File: src/core/tcc_pkg.sv
// constants shared by the compare/capture register set
// assumes a 16-bit timer counter per channel supplied from outside
package tcc_pkg;
  // ==========================================================
  // geometry
  localparam int TCC_W = 16;
  localparam int TCC_CHANNELS = 5;
  localparam int TCC_REGS = 10;
  localparam int TCC_FIRST_BUF_CH = 3;
  localparam int TCC_BUF_SEL_W = 4;
  // ==========================================================
  // reset values
  localparam logic [15:0] TCC_GR_RESET = 16'hffff;
  localparam logic [15:0] TCC_BR_RESET = 16'hffff;
  // ==========================================================
  // register address: addr[4:2] channel, addr[1:0] register select
  localparam int TCC_ADDR_W = 5;
  localparam int TCC_ADDR_CH_LSB = 2;
  localparam logic [1:0] TCC_SEL_GR_A = 2'h0;
  localparam logic [1:0] TCC_SEL_GR_B = 2'h1;
  localparam logic [1:0] TCC_SEL_BR_A = 2'h2;
  localparam logic [1:0] TCC_SEL_BR_B = 2'h3;
  localparam int TCC_SEL_BR_BIT = 1;
  // ==========================================================
  // io control field, 3 bits per register
  localparam int TCC_IO_W = 3;
  localparam int TCC_IO_CFG_W = 8;
  localparam int TCC_IO_A_LSB = 0;
  localparam int TCC_IO_B_LSB = 4;
  localparam int TCC_IO_CAP_BIT = 2;
  localparam logic [1:0] TCC_OUT_NONE = 2'h0;
  localparam logic [1:0] TCC_OUT_ZERO = 2'h1;
  localparam logic [1:0] TCC_OUT_ONE = 2'h2;
  localparam logic [1:0] TCC_OUT_TOGGLE = 2'h3;
  localparam logic [1:0] TCC_CAP_RISE = 2'h0;
  localparam logic [1:0] TCC_CAP_FALL = 2'h1;
  // ==========================================================
  // counter clear select, 2 bits per channel
  localparam int TCC_CCLR_W = 2;
  localparam logic [1:0] TCC_CCLR_NONE = 2'h0;
  localparam logic [1:0] TCC_CCLR_A = 2'h1;
  localparam logic [1:0] TCC_CCLR_B = 2'h2;
endpackage

File: src/core/tcc_gr_unit.sv
// one compare/capture register with its optional buffer register
// assumes counter, pin input and configuration are synchronous to clock
`timescale 1ns/1ps
module tcc_gr_unit #(
  parameter bit HAS_BUFFER = 1'b0
) (
  input wire logic clock,
  input wire logic reset_n,
  input wire logic standby,
  input wire logic [tcc_pkg::TCC_W-1:0] counter,
  input wire logic [tcc_pkg::TCC_IO_W-1:0] io_sel,
  input wire logic pwm_mode,
  input wire logic buf_en,
  input wire logic cap_in,
  input wire logic [1:0] wr_gr,
  input wire logic [1:0] wr_br,
  input wire logic [tcc_pkg::TCC_W-1:0] wdata,
  input wire logic flag_clear,
  output logic [tcc_pkg::TCC_W-1:0] gr,
  output logic [tcc_pkg::TCC_W-1:0] br,
  output logic match_flag,
  output logic hit,
  output logic pin_out,
  output logic pin_oe_n
);
  import tcc_pkg::*;

  typedef struct packed {
    logic [15:0] gr;
    logic [15:0] br;
    logic flag;
    logic pin;
    logic oe_n;
    logic cap_prev;
    logic eq_prev;
  } tcc_unit_s;

  tcc_unit_s s;
  tcc_unit_s next_s;
  logic cap_mode;
  logic match;
  logic cap;
  logic buffered;
  logic eq;

  // ==========================================================
  // behaviour
  always_comb begin
    next_s = s;
    // pwm modes take the io selection out of play
    cap_mode = !pwm_mode && io_sel[TCC_IO_CAP_BIT];
    buffered = HAS_BUFFER && buf_en;
    eq = (counter == s.gr);
    // edge of equality only: a prescaled counter sits on one value many cycles
    match = !cap_mode && eq && !s.eq_prev;
    if (io_sel[1]) begin
      cap = cap_mode && (cap_in != s.cap_prev);
    end else if (io_sel[0]) begin
      cap = cap_mode && !cap_in && s.cap_prev;
    end else begin
      cap = cap_mode && cap_in && !s.cap_prev;
    end
    next_s.cap_prev = cap_in;
    next_s.eq_prev = eq;
    if (wr_gr[0]) next_s.gr[7:0] = wdata[7:0];
    if (wr_gr[1]) next_s.gr[15:8] = wdata[15:8];
    if (HAS_BUFFER && wr_br[0]) next_s.br[7:0] = wdata[7:0];
    if (HAS_BUFFER && wr_br[1]) next_s.br[15:8] = wdata[15:8];
    // hardware transfers win over a bus write in the same cycle
    if (match && buffered) next_s.gr = s.br;
    if (cap) begin
      next_s.gr = counter;
      if (buffered) next_s.br = s.gr;
    end
    if (flag_clear) next_s.flag = 1'b0;
    if (match || cap) next_s.flag = 1'b1;
    next_s.oe_n = !(!pwm_mode && !io_sel[TCC_IO_CAP_BIT] && io_sel[1:0] != TCC_OUT_NONE);
    if (match && !pwm_mode) begin
      case (io_sel[1:0])
        TCC_OUT_ZERO: next_s.pin = 1'b0;
        TCC_OUT_ONE: next_s.pin = 1'b1;
        TCC_OUT_TOGGLE: next_s.pin = !s.pin;
        default: next_s.pin = s.pin;
      endcase
    end
  end

  always_ff @(posedge clock) begin
    if (!reset_n || standby) begin
      s <= '{gr: TCC_GR_RESET, br: TCC_BR_RESET, flag: 1'b0, pin: 1'b0, oe_n: 1'b1,
             cap_prev: 1'b0, eq_prev: 1'b0};
    end else begin
      s <= next_s;
    end
  end

  assign gr = s.gr;
  assign br = s.br;
  assign match_flag = s.flag;
  assign pin_out = s.pin;
  assign pin_oe_n = s.oe_n;
  assign hit = match || cap;
endmodule

File: src/core/tcc_top.sv
// compare/capture and buffer registers of a five-channel 16-bit timer
// assumes counters, mode bits and status clears come from the rest of the timer
`timescale 1ns/1ps
module tcc_top (
  input wire logic clock,
  input wire logic reset_n,
  input wire logic standby,
  input wire logic [tcc_pkg::TCC_CHANNELS*tcc_pkg::TCC_W-1:0] channel_counter,
  input wire logic [tcc_pkg::TCC_CHANNELS*tcc_pkg::TCC_IO_CFG_W-1:0] io_control_config,
  input wire logic [tcc_pkg::TCC_CHANNELS-1:0] pwm_mode,
  input wire logic buffer_select_ch3_a,
  input wire logic buffer_select_ch3_b,
  input wire logic buffer_select_ch4_a,
  input wire logic buffer_select_ch4_b,
  input wire logic [tcc_pkg::TCC_CHANNELS*tcc_pkg::TCC_CCLR_W-1:0] counter_clear_select,
  input wire logic [tcc_pkg::TCC_REGS-1:0] capture_in,
  input wire logic [tcc_pkg::TCC_REGS-1:0] flag_clear,
  input wire logic bus_wr,
  input wire logic bus_rd,
  input wire logic [tcc_pkg::TCC_ADDR_W-1:0] bus_addr,
  input wire logic [1:0] bus_be,
  input wire logic [tcc_pkg::TCC_W-1:0] bus_wdata,
  output logic [tcc_pkg::TCC_W-1:0] bus_rdata,
  output logic [tcc_pkg::TCC_REGS-1:0] match_flag,
  output logic [tcc_pkg::TCC_REGS-1:0] pin_out,
  output logic [tcc_pkg::TCC_REGS-1:0] pin_oe_n,
  output logic [tcc_pkg::TCC_CHANNELS-1:0] counter_clear
);
  import tcc_pkg::*;

  typedef struct packed {
    logic [15:0] rdata;
    logic [4:0] clr;
  } tcc_top_s;

  tcc_top_s s;
  tcc_top_s next_s;

  logic [15:0] gr_q [0:TCC_REGS-1];
  logic [15:0] br_q [0:TCC_REGS-1];
  logic [TCC_REGS-1:0] hit;
  logic [TCC_BUF_SEL_W-1:0] buf_sel;
  logic [2:0] addr_ch;
  logic [3:0] addr_idx;
  logic addr_ok;
  logic addr_br;

  // ==========================================================
  // address decode
  assign buf_sel = {buffer_select_ch4_b, buffer_select_ch4_a,
                    buffer_select_ch3_b, buffer_select_ch3_a};
  assign addr_ch = bus_addr[TCC_ADDR_W-1:TCC_ADDR_CH_LSB];
  assign addr_idx = {addr_ch, bus_addr[0]};
  assign addr_br = bus_addr[TCC_SEL_BR_BIT];
  // buffer slots exist only from the first buffered channel up
  assign addr_ok = (addr_ch < 3'(TCC_CHANNELS)) &&
                   (!addr_br || addr_ch >= 3'(TCC_FIRST_BUF_CH));

  // ==========================================================
  // register units, one per compare/capture register
  for (genvar ch = 0; ch < TCC_CHANNELS; ch++) begin : g_ch
    for (genvar ab = 0; ab < 2; ab++) begin : g_ab
      localparam int I = 2 * ch + ab;
      localparam bit BUF = (ch >= TCC_FIRST_BUF_CH);
      localparam int IO_LSB = ch * TCC_IO_CFG_W + (ab ? TCC_IO_B_LSB : TCC_IO_A_LSB);
      logic sel;
      logic [1:0] wr_gr;
      logic [1:0] wr_br;
      logic be_buf;
      assign sel = bus_wr && addr_ok && addr_idx == 4'(I);
      assign wr_gr = (sel && !addr_br) ? bus_be : 2'h0;
      assign wr_br = (sel && addr_br) ? bus_be : 2'h0;
      // channels without buffers never index the select word
      if (BUF) begin : g_buf
        assign be_buf = buf_sel[2 * (ch - TCC_FIRST_BUF_CH) + ab];
      end else begin : g_nobuf
        assign be_buf = 1'b0;
      end
      tcc_gr_unit #(
        .HAS_BUFFER(BUF)
      ) u_reg (
        .clock(clock),
        .reset_n(reset_n),
        .standby(standby),
        .counter(channel_counter[ch*TCC_W +: TCC_W]),
        .io_sel(io_control_config[IO_LSB +: TCC_IO_W]),
        .pwm_mode(pwm_mode[ch]),
        .buf_en(be_buf),
        .cap_in(capture_in[I]),
        .wr_gr(wr_gr),
        .wr_br(wr_br),
        .wdata(bus_wdata),
        .flag_clear(flag_clear[I]),
        .gr(gr_q[I]),
        .br(br_q[I]),
        .match_flag(match_flag[I]),
        .hit(hit[I]),
        .pin_out(pin_out[I]),
        .pin_oe_n(pin_oe_n[I])
      );
    end
  end

  // ==========================================================
  // read path and counter clear requests
  always_comb begin
    next_s = s;
    if (bus_rd) begin
      if (!addr_ok) begin
        next_s.rdata = 16'h0000;
      end else if (addr_br) begin
        next_s.rdata = br_q[addr_idx];
      end else begin
        next_s.rdata = gr_q[addr_idx];
      end
    end
    for (int c = 0; c < TCC_CHANNELS; c++) begin
      case (counter_clear_select[c*TCC_CCLR_W +: TCC_CCLR_W])
        TCC_CCLR_A: next_s.clr[c] = hit[2*c];
        TCC_CCLR_B: next_s.clr[c] = hit[2*c+1];
        default: next_s.clr[c] = 1'b0;
      endcase
    end
    // clear pulse is registered with the latch so the counter resets one edge later
    if (standby) next_s.clr = 5'h00;
  end

  always_ff @(posedge clock) begin
    if (!reset_n) begin
      s <= '{rdata: 16'h0000, clr: 5'h00};
    end else begin
      s <= next_s;
    end
  end

  assign bus_rdata = s.rdata;
  assign counter_clear = s.clr;
endmodule

File: config.mk
export PLATFORM = sky130hd
export DESIGN_NAME = tcc_top
export DESIGN_NICKNAME = d
export VERILOG_FILES = /design/src/core/tcc_pkg.sv /design/src/core/tcc_gr_unit.sv /design/src/core/tcc_top.sv
export SDC_FILE = /design/constraint.sdc
export NUM_CORES = 1
export LEC_CHECK = 0
export ABC_AREA = 1
export CORE_MARGIN = 4
export CORE_UTILIZATION = 55
export DETAILED_ROUTE_END_ITERATION = 7
export DONT_BUFFER_PORTS = 1
export PLACE_DENSITY = 0.69
export SLEW_MARGIN = 30
export SYNTH_ARGS = -nofsm -noshare
export SYNTH_HDL_FRONTEND = slang
export SYNTH_HIERARCHICAL = 1
export SYNTH_SLANG_ARGS = --single-unit
File: constraint.sdc
create_clock -name clock -period 2.8 [get_ports clock]
set_clock_uncertainty 0.2 [all_clocks]
set_input_delay 0.42 -clock clock [delete_from_list [all_inputs] [get_ports clock]]
set_output_delay 0.42 -clock clock [all_outputs]
set_load 0.02 [all_outputs]
; ---- After elaboration in Yosys (flattened, before gate mapping)
; Index checks and enable logic that the tools add are counted.
[totals]
ff_bits = 295
input_bits = 187
out_inout_bits = 51
elab_cells = 564
[op_classes]
magnitude_cmp = 3
eq_ne = 69
muxes = 123
bitwise = 2
n_reduce_logical = 291
[ops]
columns = cell, count
row1 = 2-to-1 mux 16 bit, 20
row2 = 2-to-1 mux 8 bit, 28
row3 = == test 16 bit, 10
row4 = logical AND 1 bit, 140
row5 = binary-select mux 16 bit (select 4 bit), 2
row6 = 2-to-1 mux 32 bit, 4
row7 = logical NOT 1 bit, 77
row8 = nonzero test 2 bit, 32
row9 = nonzero test 3 bit, 18
row10 = "== test 2 bit, second input constant", 25
row11 = 2-to-1 mux 1 bit, 40
row12 = "== test 2 x 1 -> 1 bit, second input constant", 15
row13 = one-hot mux 1 bit (3 select lines), 10
row14 = 2-to-1 mux 2 bit, 14
row15 = AND reduction 2 bit, 10
row16 = "== test 4 x 3 -> 1 bit, second input constant", 4
row17 = logical OR 1 bit, 12
row18 = != test 1 bit, 10
row19 = one-hot mux 1 bit (2 select lines), 5
row20 = "== test 4 x 2 -> 1 bit, second input constant", 2
row21 = "== test 4 bit, second input constant", 2
row22 = ">= comparator 5 bit, second input constant", 1
row23 = inverter 4 -> 5 bit, 1
row24 = "== test 4 x 1 -> 1 bit, second input constant", 1
row25 = other kinds (5), 5

; ---- Logic depth before layout (Yosys ltp)
[logic_depth]
word_depth = 10
depth_mapped = 14
ltp_nobuf = 13

; ---- By module
; The synthesis kept the hierarchy.
[modules_own_cells]
columns = mod, instances, cells_per_inst, area_per_inst_um2, seq_area_each_um2
row1 = tcc_gr_unit (g_ch[3].g_ab[0].u_reg ...), 4, 454, 2766.4, 740.7
row2 = tcc_gr_unit (g_ch[0].g_ab[0].u_reg ...), 6, 247, 1647.8, 420.4
row3 = tcc_top, 1, 714, 3492.1, 420.4

; ---- Worst setup path before layout
; OpenSTA, ideal clock, no wires.
[synth_path]
path_type = input -> register
start = in bus_addr[3] (netlist name)
end = reg g_ch[4].g_ab[0].u_reg.s, in the netlist g_ch[4].g_ab[0].u_reg/br[13]
setup_ns = 0.138
t_arrival_ns = 2.117
required_ns = 2.462
slack_ns = 0.345
path_stages = 13
path_buffers = 3
cell_sequence = buf_2 -> nor2_2 -> nand2_1 -> inv_1 -> nor3_1 -> nor2_2 -> nand3_1 -> nor3_1 -> buf_1 -> clkbuf_1 -> nand2_1 -> o211ai_1 -> o211ai_1
[synth_via]
elab_chain_len = 10
word_cells_on_any_way = 12
cone_classes = order compare (2) / eq/ne (1) / mux (4) / reduce/logical (5)
[synth_rtl]
columns = item, line_no
row1 = start: declaration, tcc_top.sv:20  ; input wire logic [tcc_pkg::TCC_ADDR_W-1:0] bus_addr,
row2 = >= comparator 3 x 2 -> 1 bit, tcc_top.sv:57  ; (!addr_br || addr_ch >= 3'(TCC_FIRST_BUF_CH));
row3 = logical OR 1 bit, tcc_top.sv:57
row4 = logical AND 1 bit, tcc_top.sv:56  ; assign addr_ok = (addr_ch < 3'(TCC_CHANNELS)) &&
row5 = logical AND 1 bit, tcc_top.sv:70  ; assign sel = bus_wr && addr_ok && addr_idx == 4'(I);
row6 = logical AND 1 bit (*), tcc_top.sv:70
row7 = logical AND 1 bit (*), tcc_top.sv:72  ; assign wr_br = (sel && addr_br) ? bus_be : 2'h0;
row8 = 2-to-1 mux 2 bit (*), tcc_top.sv:72
row9 = named net g_ch[4].g_ab[0].wr_br[1], tcc_top.sv:68  ; logic [1:0] wr_br;
row10 = 2-to-1 mux 8 bit (*), tcc_gr_unit.sv:68  ; if (HAS_BUFFER && wr_br[1]) next_s.br[15:8] = wdata[15:8];
row11 = 2-to-1 mux 16 bit, tcc_gr_unit.sv:73  ; if (buffered) next_s.br = s.gr;
row12 = 2-to-1 mux 32 bit (*), tcc_gr_unit.sv:71  ; if (cap) begin
row13 = end signal: assignment, tcc_gr_unit.sv:90  ; s <= '{gr: TCC_GR_RESET, br: TCC_BR_RESET, flag: 1'b0, pin: 1'b0, oe_n: 1'b1,
row14 = end signal: assignment, tcc_gr_unit.sv:93  ; s <= next_s;
row15 = end: declaration, tcc_gr_unit.sv:38  ; tcc_unit_s s;
; The timed path passes the listed nets; every way through them passes the cells marked *.
; A chain may end at the register's enable or synchronous reset.

; ---- Worst setup path after layout
[layout_path]
start = in io_control_config[30] (netlist name)
end = reg g_ch[3].g_ab[1].u_reg.s, in the netlist g_ch[3].g_ab[1].u_reg/gr[4]
[layout_via]
elab_chain_len = 7
word_cells_on_any_way = 15
cone_classes = mux (4) / reduce/logical (11)
[layout_rtl]
columns = item, line_no
row1 = start: declaration, tcc_top.sv:9  ; input wire logic [tcc_pkg::TCC_CHANNELS*tcc_pkg::TCC_IO_CFG_W-1:0] io_control_config,
row2 = logical AND 1 bit (*), tcc_gr_unit.sv:51  ; cap_mode = !pwm_mode && io_sel[TCC_IO_CAP_BIT];
row3 = logical NOT 1 bit, tcc_gr_unit.sv:55  ; match = !cap_mode && eq && !s.eq_prev;
row4 = logical AND 1 bit (2 in series), tcc_gr_unit.sv:55
row5 = logical AND 1 bit, tcc_gr_unit.sv:70  ; if (match && buffered) next_s.gr = s.br;
row6 = 2-to-1 mux 16 bit, tcc_gr_unit.sv:70
row7 = 2-to-1 mux 32 bit, tcc_gr_unit.sv:71
row8 = end signal: assignment, tcc_gr_unit.sv:90
row9 = end signal: assignment, tcc_gr_unit.sv:93
row10 = end: declaration, tcc_gr_unit.sv:38
; Mark *: on every way between the ends. The rest lies on a longest branch, timed or not.

==> impl_metrics.tcl <==
set metrics [dict create \
    final_cells 4486 \
    multi_input_area_mm2 0.0131 \
    clk_latency_ns 0.56 \
    setup-tns-final_ns 0 \
    first_pass_iters 6 \
    fin_crit_sh 0.951 \
    num-fill-cells 4230 \
    io_buffers 0 \
    drt-vias-per-instance 5.57 \
    nets 4062 \
    dp_cells 4188 \
    antenna_found_initial 8 \
    cp-end-kind "register" \
    setup_viol 0 \
    routed_wl_um 88500 \
    required_ns 3.05 \
    maxCapViolations 0 \
    die_y_um 216 \
    power_uw 11100 \
    period_needed_ns 2.66 \
    min_from "channel_counter[38]" \
    syn_inst 3934 \
    crit_chain "dlygate4sd3_1 > inv_1 > nor2_1 > nand3_1 > a31oi_4 > inv_2 > buf_4 > nor2_1 > a21oi_1 > nand2_1 > dlygate4sd3_1 > nand2_1" \
    globalRoute.totalOverflow 0 \
    coreArea_mm2 0.0430 \
    drt_iter0_markers 3173 \
    grtUsageTotal 0.363 \
    critical_path_class "input port to register" \
    via_count 25000 \
    cts_max_level 2 \
    final_util 0.601 \
    cp_num_cells 12 \
    dp_hpwl_um 55700 \
    cts_tree "yes" \
    crit_path_end "g_ch[3].g_ab[1].u_reg/gr[4]" \
    final_hold_viol_count 0 \
    gp_congestion 0.939 \
    whs_ns 0.0192 \
    cts.sinks 295 \
    peakVddDrop_uv 294 \
    clk_pin_slew_worst_paths_ns 0.06 \
    die-area_mm2 0.0468 \
    cp_top_family "buffers and inverters" \
    post-route-drc-count 0 \
    r2r_start "g_ch[3].g_ab[1].u_reg/gr[8]" \
    initial_utilization 0.555 \
    grt_max_degree 87 \
    worstHoldPathType "input port to register" \
    max_freq_mhz 375 \
    r2r-end "g_ch[3].g_ab[1].u_reg/gr[15]" \
    ant_nets 0 \
    grt_pass1_wl_um 133000 \
    max_slew_margin 0.235 \
    critPathLaunch "io_control_config[30]" \
    yosys_warnings 6 \
    path_buf_inv 5 \
    start_kind "input port" \
    die_x_um 216 \
    synth_area_mm2 0.0239 \
    ff2ff_setup_slack_ns 0.16 \
    cts_root_buf "clkbuf_16" \
    arrival_ns 2.91 \
    worstMarginPinSlew_ns 1.14 \
    clockBufferDepth 3 \
    powerDensity_mw_per_mm2 431 \
    worst_path_max_delay_cell "dlygate4sd3_1" \
    drive_gt1_frac 0.0774 \
    rsz0062_at_grt "no" \
    synth.avg_cell_area_um2 6.07 \
    final-seq-area_mm2 0.00591 \
    cp_max_fo 32 \
    critical-path-max-stage-delay_ns 0.55 \
    grt_pass1_vias 22400 \
    rows 76 \
    syn2layout_area_growth_pct 8.20 \
    drt-wirelength-per-cell_um 19.7 \
    status "complete, no violations" \
    leakage_uw 0.0135 \
    ios 238 \
    slew_viol_final 0 \
    r2r_cells 15 \
    numCtsBuffers 37 \
]
[worst min-delay path: stages]
cell and delay, ns:
xnor2_1 0.05, nand2_1 0.06, nor2_1 0.06, nand2_1 0.09, nor3_1 0.05
[repair_timing]
item | 4_1_cts | 5_1_grt
hold buffers | 216 | 0
resized for setup | 0 | 1
hold endpoints to repair | 295 | 0
setup buffers | 0 | 7
setup endpoints to repair | 0 | 8
[per-layer routing]
metal | wire length, um | global-route usage | up-vias
met5 | 0 | 0 | -
met4 | 6390 | 0.227 | 0
met3 | 9380 | 0.0900 | 342
met2 | 38300 | 0.559 | 1359
met1 | 34500 | 0.458 | 11200
li1 | - | - | 12100
[through the flow]
step | area, um2 | worst slack, ns
4_1_cts | 25700 | 0.0716
2_1_floorplan | 23900 | 0.345
3_5_place_dp | 22400 | 0.374
3_3_place_gp | 22400 | 0.102
5_1_grt | 25800 | 0.0193
6_report | 25800 | 0.137
[where the power goes]
part / switching (uW) / total, uW / internal [uW]
clock: 1970 / 4830 / 2860
combinational: 1180 / 1850 / 669
sequential: 143 / 4440 / 4300
[worst min path at each step]
| stage | slack [ns] | endpoint | depth (start not counted) |
|---|---|---|---|
| global placement | 0.29 | g_ch[1].g_ab[0].u_reg/gr[6] | 2 |
| CTS | 0.0001 | bus_rdata[1] | 3 |
| detailed placement | 0.30 | g_ch[1].g_ab[0].u_reg/gr[6] | 2 |
| finish | 0.02 | g_ch[2].g_ab[1].u_reg/s[0] | 5 |
| floorplan | 0.28 | g_ch[0].g_ab[0].u_reg/gr[6] | 2 |
| global route | 0.02 | bus_rdata[1] | 3 |
[area by class of cell]
| class | count | area share |
|---|---|---|
| multi-input combinational | 2694 | 0.509 |
| sequential | 295 | 0.229 |
| timing repair buffer | 298 | 0.108 |
| inverter | 539 | 0.0795 |
| clock buffer | 54 | 0.0407 |
| tap | 585 | 0.0283 |
| clock inverter | 7 | 0.00436 |
| antenna | 14 | 0.00136 |
[cell usage in the layout, fill, tap and decap left out, types with 5 or more instances in the layout]
master and n:
a21oi_1 96, nand3_2 24, nor3_1 26, dlygate4sd3_1 208, nand4_1 132, buf_2 6
xnor2_1 62, o21ai_1 18, nor2_1 489, conb_1 19, a211oi_1 5, o2111ai_2 48
clkbuf_8 6, xor2_1 6, clkbuf_1 11, nand3_1 277, nor2_2 19, diode_2 14
nand2_2 10, buf_4 78, nand2_1 1182, o2111ai_1 10, clkbuf_16 37, clkinv_1 10
inv_1 512, o211ai_1 105, inv_2 11, inv_6 6, nor2_4 25, nor3_2 7
ha_1 10, or2_2 7, dfxtp_1 295, o21ai_0 82, o22ai_1 16
[sequential cells by signal, summed over array words and instances, names as in the netlist]
| signal | cells |
|---|---|
| g_ch.g_ab.u_reg/s | 20 |
| bus_rdata | 16 |
| g_ch.g_ab.u_reg/pin_out | 10 |
| g_ch.g_ab.u_reg/gr | 160 |
| g_ch.g_ab.u_reg/match_flag | 10 |
| counter_clear | 5 |
| g_ch.g_ab.u_reg/pin_oe_n | 10 |
| g_ch.g_ab.u_reg/br | 64 |
No activity file was read; power rests on OpenSTA's default activity.
